### src/logic/amc_pkg.sv
package amc_pkg;
  // Register word addresses, compared with haddr[9:2]
  localparam logic [7:0] ADDR_CONV_TIME0  = 8'h30;
  localparam logic [7:0] ADDR_CONV_TIME1  = 8'h32;
  localparam logic [7:0] ADDR_MODE        = 8'h38;
  localparam logic [7:0] ADDR_MODE_CH1    = 8'h3A;
  localparam logic [7:0] ADDR_CHAN_SETUP0 = 8'h28;
  localparam logic [7:0] ADDR_CHAN_SETUP1 = 8'h2A;
  localparam logic [7:0] ADDR_CONV_STATUS = 8'h40;
  localparam logic [7:0] ADDR_CONV_CTRL   = 8'h44;
  // Reset values
  localparam logic [7:0] CONV_TIME_RESET  = 8'h91;
  localparam logic [7:0] MODE_RESET       = 8'h00;
  // Field positions
  localparam int CT_CHOPPING_ENABLE_BIT   = 7;
  localparam int MODE_MSB      = 7;
  localparam int MODE_LSB      = 5;
  localparam int CLOCK_OUTPUT_DISABLE_BIT    = 4;
  localparam int CHAIN_BIT     = 3;
  localparam int CONTRD_BIT    = 2;
  localparam int WIDTH24_BIT   = 1;
  localparam int CLAMP_BIT     = 0;
  localparam int SETUP_EN_BIT  = 3;
  localparam int ADDR_CH_BIT   = 1;
  localparam int CTRL_XTAL_BIT = 0;
  // Conversion time constants in master clock cycles
  localparam logic [15:0] CHOPPING_ENABLE_MULT   = 16'h0080;
  localparam logic [15:0] CHOPPING_ENABLE_OFS1   = 16'h00F8;
  localparam logic [15:0] CHOPPING_ENABLE_OFS2   = 16'h00F9;
  localparam logic [15:0] NOCHOP_MULT = 16'h0040;
  localparam logic [15:0] NOCHOP_OFS1 = 16'h00CE;
  localparam logic [15:0] NOCHOP_OFS2 = 16'h00CF;
  localparam logic [6:0]  FW_MIN_CHOPPING_ENABLE   = 7'h02;
  localparam logic [6:0]  FW_MIN_NOCHOP = 7'h03;
  // Self-calibration and system calibration lengths
  localparam int CAL_CONVERSIONS = 2;
  // Operating mode codes
  typedef enum logic [2:0] {
    MD_IDLE     = 3'h0,
    MD_CONT     = 3'h1,
    MD_SINGLE   = 3'h2,
    MD_STANDBY  = 3'h3,
    MD_SELF_ZS  = 3'h4,
    MD_RESV     = 3'h5,
    MD_SYS_ZS   = 3'h6,
    MD_SYS_FS   = 3'h7
  } amc_mode_t;
  typedef enum logic [1:0] {
    ST_IDLE,
    ST_CONV,
    ST_CAL
  } amc_state_t;
endpackage : amc_pkg

### src/logic/amc_core.sv
`timescale 1ns/100ps
module amc_core
  import amc_pkg::*;
#(
  parameter int ADDR_W = 8
) (
  input  wire logic              mclk,
  input  wire logic              srst,
  input  wire logic              hsel,
  input  wire logic [31:0]       haddr,
  input  wire logic [1:0]        htrans,
  input  wire logic              hwrite,
  input  wire logic [2:0]        hsize,
  input  wire logic [31:0]       hwdata,
  input  wire logic              hready,
  output      logic [31:0]       hrdata,
  output      logic              hreadyout,
  output      logic              hresp,
  input  wire logic              conv_out_of_range,
  input  wire logic              conv_negative,
  output      logic              master_clock_output_oe,
  output      logic              master_clock_output_pin,
  output      logic              oscillator_enable,
  output      logic              rdy_n,
  output      logic              conv_done,
  output      logic              conv_channel,
  output      logic              cal_done,
  output      logic              data_width_24,
  output      logic              status_chain_read,
  output      logic              continuous_read,
  output      logic              clamp_force,
  output      logic              clamp_high
);

  initial begin
    if (ADDR_W < 8) $error("amc_core: ADDR_W must be at least 8");
  end

  typedef struct packed {
    logic        wr_pend;
    logic [7:0]  wr_addr;
    logic [31:0] rdata;
    logic [7:0]  ct0;
    logic [7:0]  ct1;
    logic [7:0]  setup0;
    logic [7:0]  setup1;
    logic [7:0]  mode;
    logic        xtal;
    logic [1:0]  ready;
    logic        rdy_n;
    amc_state_t  state;
    logic        chan;
    logic [15:0] cnt;
    logic [1:0]  cal_left;
    logic        done_p;
    logic        done_ch;
    logic        cal_p;
    logic        clkdiv;
    logic        oor;
    logic        neg;
  } amc_regs_t;

  amc_regs_t r_reg;
  amc_regs_t r_next;

  logic [7:0]  ct_sel;
  logic [6:0]  fw_sel;
  logic        two_en;
  logic [15:0] len_sel;
  logic        halted;
  logic        rd_sel;
  logic        wr_sel;
  logic [7:0]  wa;
  logic [7:0]  wd;
  logic        mode_wr;
  logic        nxt_ch;
  logic        oor_s1;
  logic        neg_s1;

  // Length of one conversion for the given channel
  function automatic logic [15:0] conv_len(input logic [7:0] ct, input logic two);
    logic [15:0] fw;
    logic [6:0]  f;
    f  = ct[6:0];
    if (ct[CT_CHOPPING_ENABLE_BIT]) begin
      if (f < FW_MIN_CHOPPING_ENABLE) f = FW_MIN_CHOPPING_ENABLE;
      fw = {9'h000, f};
      conv_len = fw * CHOPPING_ENABLE_MULT + (two ? CHOPPING_ENABLE_OFS2 : CHOPPING_ENABLE_OFS1);
    end else begin
      if (f < FW_MIN_NOCHOP) f = FW_MIN_NOCHOP;
      fw = {9'h000, f};
      conv_len = fw * NOCHOP_MULT + (two ? NOCHOP_OFS2 : NOCHOP_OFS1);
    end
  endfunction : conv_len

  always_comb begin
    two_en  = r_reg.setup0[SETUP_EN_BIT] && r_reg.setup1[SETUP_EN_BIT]
              && (r_reg.mode[MODE_MSB:MODE_LSB] == MD_CONT);
    ct_sel  = r_reg.chan ? r_reg.ct1 : r_reg.ct0;
    fw_sel  = ct_sel[6:0];
    len_sel = conv_len(ct_sel, two_en);
    halted  = r_reg.xtal && r_reg.mode[CLOCK_OUTPUT_DISABLE_BIT];
    rd_sel  = hsel && hready && htrans[1] && !hwrite;
    wr_sel  = hsel && hready && htrans[1] && hwrite;
    wa      = r_reg.wr_addr;
    wd      = hwdata[7:0];
    mode_wr = r_reg.wr_pend && (wa == ADDR_MODE || wa == ADDR_MODE_CH1);
    // Next enabled channel, staying on the current one if only it is enabled
    nxt_ch  = r_reg.chan;
    if (r_reg.chan ? r_reg.setup0[SETUP_EN_BIT] : r_reg.setup1[SETUP_EN_BIT]) begin
      nxt_ch = ~r_reg.chan;
    end
  end

  always_comb begin
    r_next          = r_reg;
    r_next.done_p   = 1'b0;
    r_next.cal_p    = 1'b0;
    r_next.wr_pend  = wr_sel;
    r_next.oor      = oor_s1;
    r_next.neg      = neg_s1;
    r_next.clkdiv   = ~r_reg.clkdiv;
    if (wr_sel) begin
      r_next.wr_addr = haddr[9:2];
    end
    if (rd_sel) begin
      case (haddr[9:2])
        ADDR_CONV_TIME0:  r_next.rdata = {24'h000000, r_reg.ct0};
        ADDR_CONV_TIME1:  r_next.rdata = {24'h000000, r_reg.ct1};
        ADDR_MODE:        r_next.rdata = {24'h000000, r_reg.mode};
        ADDR_CHAN_SETUP0: r_next.rdata = {24'h000000, r_reg.setup0};
        ADDR_CHAN_SETUP1: r_next.rdata = {24'h000000, r_reg.setup1};
        ADDR_CONV_STATUS: r_next.rdata = {24'h000000, 1'b0, r_reg.rdy_n, r_reg.state,
                                          r_reg.chan, r_reg.chan, r_reg.ready};
        ADDR_CONV_CTRL:   r_next.rdata = {31'h00000000, r_reg.xtal};
        default:          r_next.rdata = 32'h00000000;
      endcase
    end

    // Conversion sequencing
    if (!halted) begin
      case (r_reg.state)
        ST_CONV: begin
          if (r_reg.cnt > 16'h0001) begin
            r_next.cnt = r_reg.cnt - 16'h0001;
          end else begin
            r_next.done_p  = 1'b1;
            r_next.done_ch = r_reg.chan;
            r_next.ready[r_reg.chan] = 1'b1;
            if (r_reg.mode[MODE_MSB:MODE_LSB] == MD_SINGLE) begin
              r_next.rdy_n = 1'b0;
              r_next.mode[MODE_MSB:MODE_LSB] = MD_IDLE;
              r_next.state = ST_IDLE;
            end else begin
              r_next.rdy_n = 1'b0;
              r_next.chan  = nxt_ch;
              r_next.cnt   = conv_len(nxt_ch ? r_reg.ct1 : r_reg.ct0, two_en);
            end
          end
        end
        ST_CAL: begin
          if (r_reg.cnt > 16'h0001) begin
            r_next.cnt = r_reg.cnt - 16'h0001;
          end else if (r_reg.cal_left > 2'h1) begin
            r_next.cal_left = r_reg.cal_left - 2'h1;
            r_next.cnt      = len_sel;
          end else begin
            r_next.cal_p = 1'b1;
            r_next.mode[MODE_MSB:MODE_LSB] = MD_IDLE;
            r_next.state = ST_IDLE;
          end
        end
        default: begin
          r_next.state = ST_IDLE;
        end
      endcase
    end

    if (r_reg.wr_pend) begin
      case (wa)
        ADDR_CONV_TIME0:  r_next.ct0 = wd;
        ADDR_CONV_TIME1:  r_next.ct1 = wd;
        ADDR_CHAN_SETUP0: r_next.setup0 = wd;
        ADDR_CHAN_SETUP1: r_next.setup1 = wd;
        ADDR_CONV_CTRL:   r_next.xtal = wd[CTRL_XTAL_BIT];
        default:          r_next.xtal = r_reg.xtal;
      endcase
    end

    if (mode_wr) begin
      r_next.mode  = wd;
      r_next.done_p = 1'b0;
      r_next.cal_p  = 1'b0;
      r_next.ready = 2'h0;
      r_next.rdy_n = 1'b1;
      r_next.chan  = wa[ADDR_CH_BIT];
      r_next.cal_left = 2'(CAL_CONVERSIONS);
      r_next.cnt   = conv_len(wa[ADDR_CH_BIT] ? r_reg.ct1 : r_reg.ct0,
                              (wd[MODE_MSB:MODE_LSB] == MD_CONT) &&
                              r_reg.setup0[SETUP_EN_BIT] && r_reg.setup1[SETUP_EN_BIT]);
      case (wd[MODE_MSB:MODE_LSB])
        MD_CONT, MD_SINGLE:           r_next.state = ST_CONV;
        MD_SELF_ZS, MD_SYS_ZS, MD_SYS_FS: r_next.state = ST_CAL;
        default:                      r_next.state = ST_IDLE;
      endcase
    end
  end

  always_ff @(posedge mclk) begin
    oor_s1 <= conv_out_of_range;
    neg_s1 <= conv_negative;
    if (srst) begin
      r_reg        <= '0;
      r_reg.ct0    <= CONV_TIME_RESET;
      r_reg.ct1    <= CONV_TIME_RESET;
      r_reg.mode   <= MODE_RESET;
      r_reg.rdy_n  <= 1'b1;
      r_reg.state  <= ST_IDLE;
    end else begin
      r_reg <= r_next;
    end
  end

  always_comb begin
    hrdata                  = r_reg.rdata;
    hreadyout               = 1'b1;
    hresp                   = 1'b0;
    master_clock_output_oe  = !r_reg.mode[CLOCK_OUTPUT_DISABLE_BIT];
    master_clock_output_pin = r_reg.clkdiv && !r_reg.mode[CLOCK_OUTPUT_DISABLE_BIT];
    oscillator_enable       = !halted;
    rdy_n                   = r_reg.rdy_n;
    conv_done               = r_reg.done_p;
    conv_channel            = r_reg.done_ch;
    cal_done                = r_reg.cal_p;
    data_width_24           = r_reg.mode[WIDTH24_BIT];
    continuous_read         = r_reg.mode[CONTRD_BIT];
    status_chain_read       = r_reg.mode[CHAIN_BIT] || r_reg.mode[CONTRD_BIT];
    clamp_force             = r_reg.mode[CLAMP_BIT] && r_reg.oor;
    clamp_high              = !r_reg.neg;
  end

endmodule : amc_core

### config.mk
export PLATFORM = sky130hd
export DESIGN_NAME = amc_core
export DESIGN_NICKNAME = d
export VERILOG_FILES = /design/src/logic/amc_pkg.sv /design/src/logic/amc_core.sv
export SDC_FILE = /design/constraint.sdc
export NUM_CORES = 1
export LEC_CHECK = 0
export BUFFER_PORTS_ARGS = -buffer_cell sky130_fd_sc_hd__buf_2
export CORE_ASPECT_RATIO = 0.6
export CORE_UTILIZATION = 60
export CTS_CLUSTER_SIZE = 20
export DETAILED_ROUTE_END_ITERATION = 6
export HOLD_SLACK_MARGIN = 0.03
export PLACE_DENSITY = 0.95
export SYNTH_ARGS = -nofsm -noshare
export SYNTH_HDL_FRONTEND = slang
export SYNTH_SLANG_ARGS = --single-unit
### constraint.sdc
create_clock -name mclk -period 6.5 [get_ports mclk]
set_input_delay 1.3 -clock mclk [delete_from_list [all_inputs] [get_ports mclk]]
set_output_delay 1.3 -clock mclk [all_outputs]
set_load 0.005 [all_outputs]
# [Word-level counts from Yosys, hierarchy flattened]
# Index checks and enable logic that the tools add are counted.
# Widths: inputs -> output; s select.
[classes] eq_ne=32 n_bitwise=7 n_reduce_logical=40 add_sub_neg=8 n_mux=65 magnitude_cmp=10
[op_table] operator="$mux 7" count=22
[op_table] operator="$eq 8x6->1 const B" count=11
[op_table] operator="$pmux 8 s7" count=1
[op_table] operator="$mux 16" count=3
[op_table] operator="$lt 7x2->1 const B" count=6
[op_table] operator="$mux 8" count=4
[op_table] operator="$pmux 16 s2" count=1
[op_table] operator="$add 14x8->15" count=2
[op_table] operator="$mux 15" count=2
[op_table] operator="$add 13x8->14" count=2
[op_table] operator="$eq 8x7->1 const B" count=3
[op_table] operator="$mux 24" count=1
[op_table] operator="$mux 22" count=1
[op_table] operator="$mux 18" count=1
[op_table] operator="$mux 3" count=6
[op_table] operator="$mux 17" count=1
[op_table] operator="$add 13x16->16" count=1
[op_table] operator="$add 14x16->16" count=1
[op_table] operator="$gt 16x1->1 const B" count=1
[op_table] operator="$reduce_and 4->1" count=4
[op_table] operator="$sub 16x1->16 const B" count=1
[op_table] operator="$mux 2" count=7
[op_table] operator="$logic_and 1x1->1" count=13
[op_table] operator="$ne 3x3->1 const B" count=4
[op_table] operator="other kinds (30)" count=63
[totals] wordCells=187 output_inout_bits=46 inputBits=76 ff_bits=114

# [Depth between registers and ports, before layout]
[logic_depth] ltp_word=17 ltp_mapped=14 mapped_depth_nobuf=12

# [Worst setup path after synthesis]
# No wires, ideal clock.
[synth_path] path_kind="register -> register" start="reg r_reg[66] (netlist bit)" end="reg r_reg[18] (netlist bit)" slack_ns=3.586 t_arrival_ns=2.824 path_buffers=2 t_required_ns=6.409 path_stages_with_launch=13 cell_sequence="dfxtp_1 clkbuf_1 or4_1 nor3_1 o211ai_1 and2_1 ha_1 clkbuf_1 nor4_1 nor4_1 o311ai_0 o31ai_1 a311oi_1"
[synth_between] elab_chain_len=15 elab_cells_between_ends=47
[synth_rtl] element="start: declaration" line_no="amc_core.sv:63" source="amc_regs_t r_reg;"
[synth_rtl] element="start signal: assignment" line_no="amc_core.sv:220" source="r_reg <= r_next;"
[synth_rtl] element="$mux 8" line_no="amc_core.sv:157" source="r_next.cnt = conv_len(nxt_ch ? r_reg.ct1 : r_reg.ct0, two_en);"
[synth_rtl] element="$lt 7x2->1 (on tied branches)" line_no="amc_core.sv:86, amc_core.sv:90"
[synth_rtl] element="$mux 7 (on tied branches)" line_no="amc_core.sv:86, amc_core.sv:90"
[synth_rtl] element="$mux 7" line_no="amc_core.sv:85" source="if (ct[CT_CHOPPING_ENABLE_BIT]) begin"
[synth_rtl] element="$mux 7" line_no="amc_core.sv:150" source="if (r_reg.mode[MODE_MSB:MODE_LSB] == MD_SINGLE) begin"
[synth_rtl] element="$mux 7" line_no="amc_core.sv:144" source="if (r_reg.cnt > 16'h0001) begin"
[synth_rtl] element="$mux 7" line_no="amc_core.sv:142" source="case (r_reg.state)"
[synth_rtl] element="$mux 7" line_no="amc_core.sv:141" source="if (!halted) begin"
[synth_rtl] element="$add 14x8->15 or $add 13x8->14 (tied branches)" line_no="amc_core.sv:88, amc_core.sv:92"
[synth_rtl] element="$mux 15" line_no="amc_core.sv:85"
[synth_rtl] element="$mux 17" line_no="amc_core.sv:150"
[synth_rtl] element="$mux 16" line_no="amc_core.sv:144"
[synth_rtl] element="$pmux 16 s2" line_no="amc_core.sv:142"
[synth_rtl] element="$mux 24" line_no="amc_core.sv:141"
[synth_rtl] element="$mux 22 *" line_no="amc_core.sv:190" source="if (mode_wr) begin"
# Every way passes the cells marked *; elsewhere a longest branch is shown, timed or not. The select of a mux whose other input is x is not followed.
# A chain may end at the register's enable or synchronous reset.

# [Worst setup path in the final report]
[layout_path] start="reg r_reg[42] (netlist bit)" end="reg r_reg[18] (netlist bit)"
[layout_between] elab_chain_len=17 elab_cells_between_ends=40
[layout_rtl] element="$mux 1 (2 in series)" line_no="amc_core.sv:110" source="if (r_reg.chan ? r_reg.setup0[SETUP_EN_BIT] : r_reg.setup1[SETUP_EN_BIT]) begin"
[layout_rtl] element="$mux 8" line_no="amc_core.sv:157"
[layout_rtl] element="$lt 7x2->1 (on tied branches)" line_no="amc_core.sv:86, amc_core.sv:90"
[layout_rtl] element="$mux 7 (on tied branches)" line_no="amc_core.sv:86, amc_core.sv:90"
[layout_rtl] element="$mux 7" line_no="amc_core.sv:85"
[layout_rtl] element="$mux 7" line_no="amc_core.sv:150"
[layout_rtl] element="$mux 7" line_no="amc_core.sv:144"
[layout_rtl] element="$mux 7" line_no="amc_core.sv:142"
[layout_rtl] element="$mux 7" line_no="amc_core.sv:141"
[layout_rtl] element="$add 14x8->15 or $add 13x8->14 (tied branches)" line_no="amc_core.sv:88, amc_core.sv:92"
[layout_rtl] element="$mux 15" line_no="amc_core.sv:85"
[layout_rtl] element="$mux 17" line_no="amc_core.sv:150"
[layout_rtl] element="$mux 16" line_no="amc_core.sv:144"
[layout_rtl] element="$pmux 16 s2" line_no="amc_core.sv:142"
[layout_rtl] element="$mux 24" line_no="amc_core.sv:141"
[layout_rtl] element="$mux 22 *" line_no="amc_core.sv:190"
# Marked as above.

==> results by group <==
Run status
  • Outcome: finished, violations left
  • Failing checks: DRC

Flow run
  • Max_cap viols: 0

STA
  • # setup viols final: 0
  • Max-slew violation count: 0
  • Min Tclk post-route: 3.79 ns
  • F_max: 264 MHz
  • Final worst setup slack: 2.71 ns
  • RSZ-0062 raised after global routing: no
  • Fin Setup TNS: 0 ns
  • Final Skew: 0.00837 ns
  • Worst relative slew slack: 32.1%
  • Final Cycle Share: 58.2%
  • Worst slew pin tran: 1.01 ns
  • Final Hold Fails: 0

Setup path
  • Delay-heaviest family, CP: simple AND/OR/NAND/NOR gates
  • Critical path launch point type: register
  • Buf/Inv on CP: 0
  • Crit path depth: 10
  • Nature of the critical path endpoint: register
  • CP required: 6.69 ns
  • Setup Crit Path Kind: register to register
  • Cells along the critical path: nor2b_1 > nor3_1 > o211ai_1 > and2_1 > ha_1 > nor4_1 > nor4_1 > o311ai_0 > o31ai_1 > a311oi_1
  • Crit-path max cell delay: 0.66 ns
  • Critical-path top delay cell: nor2b_1
  • Path depth of the worst reg2reg path: 10
  • Crit Path Max Fanout: 11
  • Most common cell on crit path: nor4_1
  • Crit path DAT: 3.98 ns

Power and ir drop
  • Clk network pwr share: 48.7%
  • P per Cell Area: 168 nW/um^2
  • Switch Pwr: 0.275 mW
  • Combinational Power Share: 4.3%
  • Pleak: 2.77 nW
  • Int Pwr: 0.908 mW
  • Max VDD drop: 0.150 mV
  • Switching Fraction: 23.2%
  • Sequential power share: 47.0%

Clock tree
  • CTS tree: yes
  • Clock-pin slew on the worst setup and hold paths: 0.07 ns
  • H-tree depth: 3
  • Max clock buf depth: 2
  • CTS Buf Count: 9
  • Clock sink total: 90
  • Cts hold-fix bufs: 0
  • # Post-CTS Setup Buffers: 0
  • Skew-Pair Late Insertion Delay: 0.35 ns
  • CTS root buffer: clkbuf_16
  • CTS resizes: 0

Synthesis
  • FFs w/ async S/R, synth: 0%
  • Synthesized instance count: 884
  • Netlist Area Pre-Place: 6760 sq um
  • Syn_area_per_cell: 7.64 sq um
  • Yosys cell types: 75
  • Top FF cell, synth: dfxtp_1
  • Yosys reg bits: 90
  • Sequential fraction of the synthesis area: 26.7%
  • Number of synthesized flops with an enable pin: 0
  • Yosys warns: 0

Min path
  • Hold Path Class: register to register
  • Worst hold stages: 1

Place
  • Post-DP HPWL: 15800 microns
  • Worst slack, placed: 2.92 ns
  • GP Congestion: 1.05
  • Port Buffers: 43

Global routing
  • Initial antenna violation count: 0
  • GR Overflow Total: 0
  • First-pass GRT wire length: 34500 microns
  • Total track usage: 38.3%
  • Number of global-route vias before repair: 6108
  • Largest net degree at the start of global routing: 86

Drt
  • Drt via density: 7.07
  • Final wirelength: 22500 microns
  • Detailed-route via count: 7127
  • DR WL met3: 4320 microns
  • Wire length per cell: 22.3 microns
  • Met2 routed WL: 8340 microns
  • Antenna-violating nets left: 0
  • Uppermost layer routed: met5
  • DR iter-0 viols: 1237
  • Drt pass-1 iters: 7
  • Met1 WL: 9180 microns
  • DRC Markers: 23

Finish
  • Nets: 948
  • Commonest non-fill, non-tap cell in the layout: nor2_1
  • Share of layout cells above drive strength 1: 10.0%
  • # diodes: 0
  • Most frequent cells in the layout: 91 x nor2_1, 90 x dfxtp_1, 83 x nand2_1
  • Max reg flops: 66
  • Area delta synth->final: 4.31%
  • Filler cell count: 912

Die
  • # rows: 29
  • Die ar.: 11700 sq um
  • Ports: 122
  • Die width: 139 microns
  • Core footprint: 10800 sq um
  • Die height: 84.2 microns
  • Initial Utilization: 62.7%
area by class of cell:
| type | instances | area (sq um) | area share, % |
|---|---|---|---|
| clock buffer | 9 | 225 | 3.19 |
| clock inverter | 7 | 98.8 | 1.40 |
| inverter | 13 | 48.8 | 0.692 |
| multi-input combinational | 703 | 4460 | 63.2 |
| sequential | 90 | 1800 | 25.6 |
| tap | 139 | 174 | 2.47 |
| timing repair buffer | 47 | 245 | 3.48 |
worst register-to-register path: stages, from the launching register on:
cell      delay, ns
dfxtp_1        0.57
nor2b_1        0.66
nor3_1         0.12
o211ai_1       0.47
and2_1         0.23
ha_1           0.39
nor4_1         0.12
nor4_1         0.47
o311ai_0       0.20
o31ai_1        0.29
a311oi_1       0.11
through the flow:
step           area [sq um]  std cells  total power [mW]  utilization (%)  hold WS [ns]
6_report               7050       1008              1.18             65.4         0.400
5_1_grt                7050       1008              1.21             65.4         0.425
4_1_cts                7050       1008              1.18             65.4         0.397
3_5_place_dp           6730        992             0.617             62.4         0.388
3_3_place_gp           6730        992             0.616             62.4         0.387
2_1_floorplan          6850        908             0.606                -         0.379
final timing paths:
check                           slack (ns)   endpoint       from
worst max-delay path                  2.71  r_reg[18]  r_reg[42]
worst min-delay path                  0.40   r_reg[2]   r_reg[2]
worst max register to register        2.71  r_reg[18]  r_reg[42]
worst min register to register        0.40   r_reg[2]   r_reg[2]
power by group through the flow:
stage                     logic [mW]  registers (mW)  clock network (mW)
after global routing          0.0549           0.556               0.599
after global placement        0.0473           0.568                   0
final                         0.0513           0.556               0.576
after floorplan               0.0383           0.568                   0
after CTS                     0.0486           0.556               0.573
after detailed placement      0.0483           0.568                   0
logic make-up after synthesis:
kind of cell | synth area share [%]
AND/OR/NAND/NOR | 26.5
adder cells (fa/ha/maj) | 1.48
other | 0.111
XOR/XNOR | 4.93
AO/OA/AOI/OAI | 21.8
multiplexers | 9.63
buffers and inverters | 8.81
flip-flops | 26.7
routing by layer:
metal	global-route usage, %	up-vias
met5	3.64	-
met1	55.2	3299
met3	17.4	85
met4	9.49	2
li1	-	3151
met2	50.2	590
cell usage after synthesis, drive strengths merged (3+ instances only):
library cell	count	area [sq um]
a21o	3	22.5
and3	11	68.8
mux2	8	90.1
o221ai	4	35.0
o22ai	13	81.3
a31oi	5	46.3
ha	8	100
o21a	7	52.6
inv	13	48.8
or2	7	43.8
a32oi	6	52.6
nor4	12	96.3
o2111ai	3	26.3
o32ai	4	35.0
a211o	9	78.8
xor2	12	105
o311ai	3	26.3
o211ai	13	97.6
nand3	24	120
and2	7	43.8
nor2b	12	75.1
nor3	36	180
a21oi	54	270
buf	57	378
nor2	93	354
a22oi	13	97.6
nor3b	4	30.0
nand3b	7	52.6
nand4b	9	78.8
a22o	5	43.8
nand2b	8	50.1
or4	8	60.1
clkbuf	45	169
o31ai	5	37.5
a311oi	9	78.8
xnor2	26	228
dfxtp	90	1800
or3	8	50.1
nor4b	3	32.5
o21ai	32	160
a211oi	11	82.6
nand2	83	312
nand4	12	75.1
mux2i	56	561
a2111oi	3	26.3
(Power assumes the default switching activity.)
